### config.mk
export PLATFORM = sky130hd
export DESIGN_NAME = rff_framer
export DESIGN_NICKNAME = d
export VERILOG_FILES = /design/src/verilog/rff_skid_buf.v /design/src/verilog/rff_framer.v
export VERILOG_INCLUDE_DIRS = /design/src /design/src/verilog
export SDC_FILE = /design/constraint.sdc
export NUM_CORES = 2
export LEC_CHECK = 0
export BUFFER_PORTS_ARGS = -buffer_cell sky130_fd_sc_hd__buf_2
export CAP_MARGIN = 5
export CORE_UTILIZATION = 30
export CTS_CLUSTER_DIAMETER = 60
export DETAILED_ROUTE_END_ITERATION = 6
export SLEW_MARGIN = 10
export SYNTH_ARGS = -nofsm -noshare
export SYNTH_HDL_FRONTEND = slang
export SYNTH_SLANG_ARGS = --single-unit
### constraint.sdc
create_clock -name mclk_in -period 4.15 [get_ports mclk_in]
set_input_delay 0.83 -clock mclk_in [delete_from_list [all_inputs] [get_ports mclk_in]]
set_output_delay 0.83 -clock mclk_in [all_outputs]
set_load 0.02 [all_outputs]
### src/verilog/rff_consts.vh
/*
  Constants for the radio framing FIFO and line encoder.
  Assumes inclusion by bare name from design files.
*/
`ifndef RFF_CONSTS_VH
`define RFF_CONSTS_VH

// FIFO geometry
`define RFF_FIFO_DEPTH    256
`define RFF_PTR_W         8
`define RFF_CNT_W         9
`define RFF_CNT_FULL      9'h100
`define RFF_CNT_ZERO      9'h000

// Line coding field positions in line_coding_config
`define RFF_LC_INV        0
`define RFF_LC_DIFF       1
`define RFF_LC_MANCH      2
`define RFF_LC_WHITE      3
`define RFF_LC_W          4

// Framing mode
`define RFF_MODE_PACKET   1'b0
`define RFF_MODE_RAW      1'b1

// Whitening scrambler, x^9 + x^5 + 1 self synchronizing
`define RFF_WH_W          9
`define RFF_WH_TAP_A      8
`define RFF_WH_TAP_B      4

// Serializer
`define RFF_BIT_CNT_W     3
`define RFF_BIT_LAST      3'h7
`define RFF_BIT_ZERO      3'h0

// Chunk header: length in low bits, type in upper bits
`define RFF_CHK_LEN_LSB   0
`define RFF_CHK_LEN_MSB   4
`define RFF_CHK_TYPE_LSB  5
`define RFF_CHK_TYPE_MSB  7

// Filter bandwidth limits in Hz
`define RFF_BW_MIN_HZ     995
`define RFF_BW_MAX_HZ     221000

// Channel filter decimation range
`define RFF_DECIM_W       7
`define RFF_DECIM_MIN     7'h01
`define RFF_DECIM_MAX     7'h7f

// Modulation select width
`define RFF_MOD_W         4

`endif

### src/verilog/rff_skid_buf.v
/*
  Two-entry buffer with valid and ready on both sides.
  Assumes a single clock and active low asynchronous reset.
*/
`timescale 1ns/1ps
`include "rff_consts.vh"

module rff_skid_buf (
  // Clock and reset
  input  wire       mclk_in,
  input  wire       arst_n_in,
  // Upstream
  input  wire [7:0] up_data_in,
  input  wire       up_valid_in,
  output wire       up_ready_out,
  // Downstream
  output wire [7:0] dn_data_out,
  output wire       dn_valid_out,
  input  wire       dn_ready_in
);

  reg [7:0] ent0_q;
  reg [7:0] ent1_q;
  reg [1:0] cnt_q;

  wire push = up_valid_in & up_ready_out;
  wire pop  = dn_valid_out & dn_ready_in;

  assign up_ready_out = (cnt_q != 2'h2);
  assign dn_valid_out = (cnt_q != 2'h0);
  assign dn_data_out  = ent0_q;

  always @(posedge mclk_in or negedge arst_n_in) begin
    if (!arst_n_in) begin
      ent0_q <= 8'h00;
      ent1_q <= 8'h00;
      cnt_q  <= 2'h0;
    end else begin
      case ({push, pop})
        2'b10: begin
          if (cnt_q == 2'h0) ent0_q <= up_data_in;
          else               ent1_q <= up_data_in;
          cnt_q <= cnt_q + 2'h1;
        end
        2'b01: begin
          ent0_q <= ent1_q;
          cnt_q  <= cnt_q - 2'h1;
        end
        2'b11: begin
          if (cnt_q == 2'h1) ent0_q <= up_data_in;
          else begin
            ent0_q <= ent1_q;
            ent1_q <= up_data_in;
          end
        end
        default: begin
          cnt_q <= cnt_q;
        end
      endcase
    end
  end

endmodule

### src/verilog/rff_framer.v
/*
  Radio framing unit: 256-byte direction-switched FIFO, byte serializer and
  deserializer, and line encoder/decoder between framing and the modem.
  Assumes one clock, symbol strobes from the modem, configuration held steady
  while a transfer runs.
*/
`timescale 1ns/1ps
`include "rff_consts.vh"

module rff_framer (
  // Clock and reset
  input  wire                    mclk_in,
  input  wire                    arst_n_in,
  // Configuration
  input  wire                    tx_mode_in,
  input  wire                    frame_mode_in,
  input  wire [`RFF_LC_W-1:0]    line_coding_config_in,
  input  wire [`RFF_CNT_W-1:0]   fifo_thresh_in,
  input  wire [`RFF_DECIM_W-1:0] channel_filter_decim_in,
  input  wire [`RFF_MOD_W-1:0]   mod_scheme_select_in,
  input  wire [7:0]              tx_freq_deviation_in,
  input  wire [7:0]              timing_loop_gain_in,
  input  wire [7:0]              rate_loop_gain_in,
  // Microcontroller FIFO port
  input  wire                    host_wr_in,
  input  wire [7:0]              host_wdata_in,
  input  wire                    host_rd_in,
  output reg  [7:0]              host_rdata_out,
  output reg                     host_rvalid_out,
  // FIFO status
  output wire [`RFF_CNT_W-1:0]   fifo_count_out,
  output wire                    irq_empty_out,
  output wire                    irq_not_empty_out,
  output wire                    irq_full_out,
  output wire                    irq_not_full_out,
  output wire                    irq_level_out,
  output wire                    chunk_start_out,
  // Modulator side
  input  wire                    mod_sym_strobe_in,
  output reg                     mod_bit_out,
  output reg                     mod_active_out,
  // Demodulator side
  input  wire                    demod_sym_strobe_in,
  input  wire                    demod_bit_in,
  // Modem configuration outputs
  output reg  [`RFF_DECIM_W-1:0] filt_decim_out,
  output reg  [`RFF_MOD_W-1:0]   tx_mod_out,
  output reg  [`RFF_MOD_W-1:0]   rx_mod_out,
  output reg  [7:0]              tx_dev_out,
  output reg  [7:0]              rx_tgain_out,
  output reg  [7:0]              rx_rgain_out
);

  function [`RFF_WH_W-1:0] wh_shift;
    input [`RFF_WH_W-1:0] st;
    input                 b;
    begin
      wh_shift = {st[`RFF_WH_W-2:0], b};
    end
  endfunction

  function wh_fb;
    input [`RFF_WH_W-1:0] st;
    begin
      wh_fb = st[`RFF_WH_TAP_A] ^ st[`RFF_WH_TAP_B];
    end
  endfunction

  // ==========================================================
  // Modem configuration
  // ==========================================================
  always @(posedge mclk_in or negedge arst_n_in) begin
    if (!arst_n_in) begin
      filt_decim_out <= `RFF_DECIM_MIN;
      tx_mod_out     <= {`RFF_MOD_W{1'b0}};
      rx_mod_out     <= {`RFF_MOD_W{1'b0}};
      tx_dev_out     <= 8'h00;
      rx_tgain_out   <= 8'h00;
      rx_rgain_out   <= 8'h00;
    end else begin
      if (channel_filter_decim_in < `RFF_DECIM_MIN)
        filt_decim_out <= `RFF_DECIM_MIN;
      else
        filt_decim_out <= channel_filter_decim_in;
      tx_mod_out   <= mod_scheme_select_in;
      rx_mod_out   <= mod_scheme_select_in;
      tx_dev_out   <= tx_freq_deviation_in;
      rx_tgain_out <= timing_loop_gain_in;
      rx_rgain_out <= rate_loop_gain_in;
    end
  end

  // ==========================================================
  // FIFO
  // ==========================================================
  reg [7:0]            mem [0:`RFF_FIFO_DEPTH-1];
  reg [`RFF_PTR_W-1:0] wptr_q;
  reg [`RFF_PTR_W-1:0] rptr_q;
  reg [`RFF_CNT_W-1:0] cnt_q;
  reg [`RFF_CHK_LEN_MSB:0] chunk_left_q;

  wire fifo_full  = (cnt_q == `RFF_CNT_FULL);
  wire fifo_empty = (cnt_q == `RFF_CNT_ZERO);

  wire       rx_byte_valid;
  wire [7:0] rx_byte;
  wire       rx_buf_ready;
  wire       tx_pull;

  // Writer and reader chosen by direction
  wire wr_src  = tx_mode_in ? host_wr_in : (rx_byte_valid & ~tx_mode_in);
  wire [7:0] wr_data = tx_mode_in ? host_wdata_in : rx_byte;
  wire rd_src  = tx_mode_in ? tx_pull : host_rd_in;
  wire do_wr   = wr_src & ~fifo_full;
  wire do_rd   = rd_src & ~fifo_empty;

  assign rx_buf_ready = ~fifo_full;
  assign fifo_count_out    = cnt_q;
  assign irq_empty_out     = fifo_empty;
  assign irq_not_empty_out = ~fifo_empty;
  assign irq_full_out      = fifo_full;
  assign irq_not_full_out  = ~fifo_full;
  assign irq_level_out     = (cnt_q >= fifo_thresh_in);
  assign chunk_start_out   = (chunk_left_q == {(`RFF_CHK_LEN_MSB+1){1'b0}});

  always @(posedge mclk_in) begin
    if (do_wr)
      mem[wptr_q] <= wr_data;
  end

  always @(posedge mclk_in or negedge arst_n_in) begin
    if (!arst_n_in) begin
      wptr_q          <= {`RFF_PTR_W{1'b0}};
      rptr_q          <= {`RFF_PTR_W{1'b0}};
      cnt_q           <= `RFF_CNT_ZERO;
      host_rdata_out  <= 8'h00;
      host_rvalid_out <= 1'b0;
      chunk_left_q    <= {(`RFF_CHK_LEN_MSB+1){1'b0}};
    end else begin
      if (do_wr)
        wptr_q <= wptr_q + 8'h01;
      if (do_rd)
        rptr_q <= rptr_q + 8'h01;
      case ({do_wr, do_rd})
        2'b10:   cnt_q <= cnt_q + 9'h001;
        2'b01:   cnt_q <= cnt_q - 9'h001;
        default: cnt_q <= cnt_q;
      endcase
      host_rvalid_out <= do_rd & ~tx_mode_in;
      if (do_rd & ~tx_mode_in)
        host_rdata_out <= mem[rptr_q];
      // Chunk tracking on the host write stream
      if (do_wr & tx_mode_in) begin
        if (chunk_start_out)
          chunk_left_q <= wr_data[`RFF_CHK_LEN_MSB:`RFF_CHK_LEN_LSB];
        else
          chunk_left_q <= chunk_left_q - 5'h01;
      end
    end
  end

  // ==========================================================
  // Transmit serializer and encoder
  // ==========================================================
  wire       txb_valid;
  wire [7:0] txb_data;
  reg        txb_take;
  wire       txb_ready;

  assign tx_pull = tx_mode_in & txb_ready & ~fifo_empty;

  rff_skid_buf u_tx_buf (
    .mclk_in      (mclk_in),
    .arst_n_in    (arst_n_in),
    .up_data_in   (mem[rptr_q]),
    .up_valid_in  (tx_pull),
    .up_ready_out (txb_ready),
    .dn_data_out  (txb_data),
    .dn_valid_out (txb_valid),
    .dn_ready_in  (txb_take)
  );

  reg [7:0]                sh_q;
  reg [`RFF_BIT_CNT_W-1:0] bit_q;
  reg                      busy_q;
  reg                      half_q;
  reg                      lvl_q;
  reg [`RFF_WH_W-1:0]      txwh_q;
  reg                      sym_q;

  wire [`RFF_LC_W-1:0] lc = line_coding_config_in;
  wire raw_bit  = sh_q[0];
  wire wh_bit   = lc[`RFF_LC_WHITE] ? (raw_bit ^ wh_fb(txwh_q)) : raw_bit;
  wire dif_bit  = lc[`RFF_LC_DIFF] ? (lvl_q ^ wh_bit) : wh_bit;
  wire inv_bit  = lc[`RFF_LC_INV] ? ~dif_bit : dif_bit;
  wire manch    = lc[`RFF_LC_MANCH];
  wire last_sym = ~manch | half_q;

  always @* begin
    txb_take = tx_mode_in & txb_valid &
               (~busy_q | (mod_sym_strobe_in & last_sym & (bit_q == `RFF_BIT_LAST)));
  end

  always @(posedge mclk_in or negedge arst_n_in) begin
    if (!arst_n_in) begin
      sh_q           <= 8'h00;
      bit_q          <= `RFF_BIT_ZERO;
      busy_q         <= 1'b0;
      half_q         <= 1'b0;
      lvl_q          <= 1'b0;
      txwh_q         <= {`RFF_WH_W{1'b0}};
      sym_q          <= 1'b0;
      mod_bit_out    <= 1'b0;
      mod_active_out <= 1'b0;
    end else begin
      mod_active_out <= busy_q & tx_mode_in;
      if (busy_q & mod_sym_strobe_in) begin
        sym_q <= inv_bit;
        mod_bit_out <= (manch & half_q) ? ~sym_q : inv_bit;
        if (manch & ~half_q)
          half_q <= 1'b1;
        else begin
          half_q <= 1'b0;
          lvl_q  <= dif_bit;
          txwh_q <= wh_shift(txwh_q, wh_bit);
          sh_q   <= {1'b0, sh_q[7:1]};
          bit_q  <= bit_q + 3'h1;
          if (bit_q == `RFF_BIT_LAST)
            busy_q <= 1'b0;
        end
      end
      if (txb_take) begin
        sh_q   <= txb_data;
        bit_q  <= `RFF_BIT_ZERO;
        busy_q <= 1'b1;
        half_q <= 1'b0;
      end
    end
  end

  // ==========================================================
  // Receive decoder and deserializer
  // ==========================================================
  reg [7:0]                rsh_q;
  reg [`RFF_BIT_CNT_W-1:0] rbit_q;
  reg                      rhalf_q;
  reg                      rprev_q;
  reg [`RFF_WH_W-1:0]      rxwh_q;
  reg                      rx_word_v_q;
  reg [7:0]                rx_word_q;

  // Manchester decodes on the second half, whose symbol is the complement
  wire rx_inv  = lc[`RFF_LC_INV] ? ~demod_bit_in : demod_bit_in;
  wire rx_sym  = manch ? ~rx_inv : rx_inv;
  wire rx_dif  = lc[`RFF_LC_DIFF] ? (rx_sym ^ rprev_q) : rx_sym;
  wire rx_dat  = lc[`RFF_LC_WHITE] ? (rx_dif ^ wh_fb(rxwh_q)) : rx_dif;
  wire rx_bit_ev = demod_sym_strobe_in & ~tx_mode_in & (~manch | rhalf_q);
  wire rx_ok     = rx_word_v_q;
  wire rx_buf_ready_s;
  wire rx_acc    = rx_ok & rx_buf_ready_s;

  rff_skid_buf u_rx_buf (
    .mclk_in      (mclk_in),
    .arst_n_in    (arst_n_in),
    .up_data_in   (rx_word_q),
    .up_valid_in  (rx_ok),
    .up_ready_out (rx_buf_ready_s),
    .dn_data_out  (rx_byte),
    .dn_valid_out (rx_byte_valid),
    .dn_ready_in  (rx_buf_ready)
  );

  always @(posedge mclk_in or negedge arst_n_in) begin
    if (!arst_n_in) begin
      rsh_q       <= 8'h00;
      rbit_q      <= `RFF_BIT_ZERO;
      rhalf_q     <= 1'b0;
      rprev_q     <= 1'b0;
      rxwh_q      <= {`RFF_WH_W{1'b0}};
      rx_word_v_q <= 1'b0;
      rx_word_q   <= 8'h00;
    end else begin
      if (rx_acc)
        rx_word_v_q <= 1'b0;
      if (demod_sym_strobe_in & ~tx_mode_in & manch)
        rhalf_q <= ~rhalf_q;
      if (rx_bit_ev) begin
        rprev_q <= rx_sym;
        rxwh_q <= wh_shift(rxwh_q, rx_dif);
        rsh_q  <= {rx_dat, rsh_q[7:1]};
        rbit_q <= rbit_q + 3'h1;
        // Raw mode groups every eight bits; packet mode waits for a nonzero byte
        if (rbit_q == `RFF_BIT_LAST &&
            (frame_mode_in == `RFF_MODE_RAW || {rx_dat, rsh_q[7:1]} != 8'h00)) begin
          rx_word_q   <= {rx_dat, rsh_q[7:1]};
          rx_word_v_q <= 1'b1;
        end
      end
    end
  end

endmodule

==> results.py <==
metrics = {
    "critical_path": {
        "cp-end-kind": "flop",
        "rr_startpoint": "rptr_q[1]$_DFFE_PN0P_",
        "critPathArrivalTime_ps": 4840,
        "critPathRequiredTime_ps": 4880,
        "reg2reg_slack_ps": 40,
        "reg2reg_depth": 10,
        "start_kind": "flop",
        "r2r-end": "u_tx_buf.ent1_q[7]$_DFFE_PN0P_",
        "criticalPathCategory": "reg2reg",
        "critPathMaxFanout": 33,
    },
    "floorplan": {
        "start_util_pct": 30.3,
        "die_x_um": 539,
        "die_area_um2": 291000,
        "io_pins": 130,
        "rows": 196,
        "coreArea_um2": 286000,
        "die_y_um": 539,
    },
    "final_layout": {
        "synthToLayoutAreaGrowth_pct": 18.0,
        "multi_input_area_um2": 19600,
        "fill_cells": 26300,
        "stdcell_area_um2": 102000,
        "fin_util_pct": 35.7,
        "nets": 5096,
        "regArea_um2": 65700,
        "drive_gt1_share_pct": 28.0,
    },
    "clock_network": {
        "cts-root-buf": "clkbuf_16",
        "numCtsBuffers": 224,
        "clock_sinks": 2214,
        "clockBufferDepth": 3,
        "cts_tree": "done",
        "clock_latency_ps": 880,
        "cts.reportedPaths.clkPinSlew_ps": 60,
        "htreeDepth": 4,
    },
    "synth": {
        "netlist_top_cells_area": "edfxtp_1, mux4_2, dfrtp_1, mux2i_1, nor2_1",
        "synth_seq_area_share_pct": 75.8,
        "avgSynthCellArea_um2": 19.6,
        "synth_edf_count": 2048,
        "synth_area_leader_cell": "edfxtp_1",
        "netlist_instances": 4412,
        "netlist_area_um2": 86700,
        "synth_top_area_share_pct": 71.0,
        "synthFlopType": "edfxtp_1",
        "synth_seq_cells": 2214,
        "ys_types": 80,
        "synth_nets": 4517,
        "synth_async_sr_flop_share_pct": 7.50,
        "ys.warnings.count": 0,
    },
    "grt": {
        "grt_overflow": 0,
        "grt_usage_pct": 16.1,
        "grt_max_degree": 144,
        "grt_pass1_wl_um": 342000,
        "antenna_found_initial": 3,
        "first_global_vias": 46100,
    },
    "sta": {
        "finalCriticalPeriod_ps": 4110,
        "hold_viol": 0,
        "rsz0062_at_grt": "false",
        "clock-skew-final_ps": 73.9,
        "tightest_slew_ps": 1200,
        "finalSetupViolations": 0,
        "max_freq_ghz": 0.243,
        "setup_ws_ps": 40.8,
        "slew_headroom_pct": 19.9,
        "final.setup.tns_ps": 0,
        "period_share_pct": 99.0,
        "maxSlewViolCount": 0,
    },
    "placed_design": {
        "placed_cell_area_um2": 95000,
        "port_buffers": 129,
        "hpwl_um": 153000,
        "pre_cts_slack_ps": 78.2,
        "place.gp.congestion": 0.847,
    },
    "power": {
        "power.density_cell_area_nw_per_um2": 678,
        "power_mw": 69.3,
        "p_leak_nw": 33.9,
        "peakVddDrop_mv": 0.595,
    },
    "hold_path": {
        "min_from": "timing_loop_gain_in[4]",
        "hold-path-endpoint": "rx_tgain_out[4]$_DFF_PN0_",
        "worstHoldPathCells": 1,
        "hold_class": "in2reg",
    },
    "flow_run": {
        "cap_violations": 0,
    },
    "routing": {
        "ant_nets": 0,
        "wl_per_cell_um": 26.6,
        "finalWirelength_um": 238000,
        "drtIter0Drc": 5507,
        "drc": 0,
        "firstDrtPassIters": 5,
        "avgViaCountPerCell": 5.14,
        "via_count": 45900,
    },
    "run_status": {
        "status": "finished clean",
    },
}
report_power, final:
| part | leakage (nW) | internal, mW | switching, mW |
|---|---|---|---|
| clock | 3.46 | 11.2 | 8.62 |
| sequential | 20.7 | 26.5 | 0.758 |
| combinational | 9.74 | 8.56 | 13.8 |
| total | 33.9 | 46.2 | 23.1 |
Yosys cell counts (all sizes together), types with 3 or more instances:
library cell	number
mux2i	202
o32ai	4
mux4	441
a21oi	67
buf	153
nand3b	4
xnor2	27
o221ai	35
or4	3
nand2b	11
edfxtp	2048
a2111oi	9
ha	39
a22oi	72
a31oi	16
o22ai	61
nand2	184
or2	8
and3	5
nand4	5
o211ai	4
nor2b	20
and2	6
clkbuf	105
nand3	29
mux2	61
o21ai	85
nor4	12
o22a	3
xor2	11
a22o	16
a221oi	8
inv	38
nor2	318
a21o	6
dfrtp	165
a211oi	47
nor3	42
a311oi	6
o311ai	4
state kept, by name (all words and copies together) (netlist names), 9 cells and up:
| name | flops |
|---|---|
| fifo_count_out | 9 |
| mem | 2048 |
| rxwh_q | 9 |
| txwh_q | 9 |
worst max-delay path by stage:
stage	start	end	slack, ps	cells after the start
after floorplan	fifo_count_out[2]$_DFFE_PN0P_	fifo_count_out[8]$_DFFE_PN0P_	300	16
after global placement	rptr_q[1]$_DFFE_PN0P_	u_tx_buf.ent1_q[7]$_DFFE_PN0P_	90	10
after detailed placement	rptr_q[0]$_DFFE_PN0P_	u_tx_buf.dn_data_out[4]$_DFFE_PN0P_	80	8
after CTS	fifo_count_out[0]$_DFFE_PN0P_	irq_level_out	30	11
after global routing	rptr_q[1]$_DFFE_PN0P_	u_tx_buf.ent1_q[7]$_DFFE_PN0P_	30	10
final	rptr_q[1]$_DFFE_PN0P_	u_tx_buf.ent1_q[7]$_DFFE_PN0P_	40	10
cells by family (layout without fill, tap and decap cells):
family / Yosys count / after routing / synth area share [%]
DFF: 2214 / 2214 / 75.8
and+or+nand+nor: 656 / 656 / 3.22
adders and majority gates: 40 / 40 / 0.586
other: 0 / 2 / 0
AOI/OAI and AO/OA: 463 / 463 / 3.64
buffers and inverters: 297 / 1057 / 1.82
xor gates and xnor gates: 38 / 38 / 0.384
muxes: 704 / 704 / 14.6
what timing repair did:
item                                    4_1_cts  5_1_grt
hold buffers                                  1        0
endpoints found under the hold margin        24        0
gates resized for setup                       0        3
buffers inserted                              0        1
endpoints found under the setup margin        0        7
cell usage in the layout (no fill, tap or decap), drive strengths merged, types with 5 or more instances in the layout:
master / Yosys / routed
a2111oi: 9 / 9
a211oi: 47 / 47
a21o: 6 / 6
a21oi: 67 / 67
a221oi: 8 / 8
a22o: 16 / 16
a22oi: 72 / 72
a311oi: 6 / 6
a31oi: 16 / 16
and2: 6 / 6
and3: 5 / 5
buf: 153 / 610
bufinv: 0 / 18
clkbuf: 105 / 282
clkinv: 1 / 95
clkinvlp: 0 / 8
dfrtp: 165 / 165
edfxtp: 2048 / 2048
ha: 39 / 39
inv: 38 / 43
mux2: 61 / 61
mux2i: 202 / 202
mux4: 441 / 441
nand2: 184 / 184
nand2b: 11 / 11
nand3: 29 / 29
nand4: 5 / 5
nor2: 318 / 318
nor2b: 20 / 20
nor3: 42 / 42
nor4: 12 / 12
o21ai: 85 / 85
o221ai: 35 / 35
o22ai: 61 / 61
or2: 8 / 8
xnor2: 27 / 27
xor2: 11 / 11
critical path, stage by stage (launching register included):
cell and delay (ps):
dfrtp_4 690, buf_12 290, buf_4 350, mux4_2 350
mux2i_1 320, nor2_1 70, nor3_1 560, o311ai_1 430
a31oi_1 560, buf_4 220, o21ai_1 50
area by class of cell:
cell class                      count  area share (%)
Antenna cell                        2         0.00490
Clock buffer                      282            5.75
Clock inverter                    125            1.27
Inverter                           39           0.143
Multi-Input combinational cell   1901            19.2
Sequential cell                  2214            64.3
Tap cell                         3762            4.60
Timing Repair Buffer              611            4.81
stage by stage:
step | instances | hold slack, ps
global placement | 8525 | 451
finish | 8936 | 65.8
detailed placement | 8525 | 453
global route | 8934 | 13.2
CTS | 8933 | 0.0953
floorplan | 4412 | 437
routing by layer:
layer  up-vias  global-route usage [%]  wire length [um]
li1      19100                       -                 -
met1     24300                    21.9             96700
met2      2160                    25.7            113000
met3       353                    3.52             21600
met4         0                    4.80              6900
met5         -                       0                 0
Power figures use the tool's default switching activity.
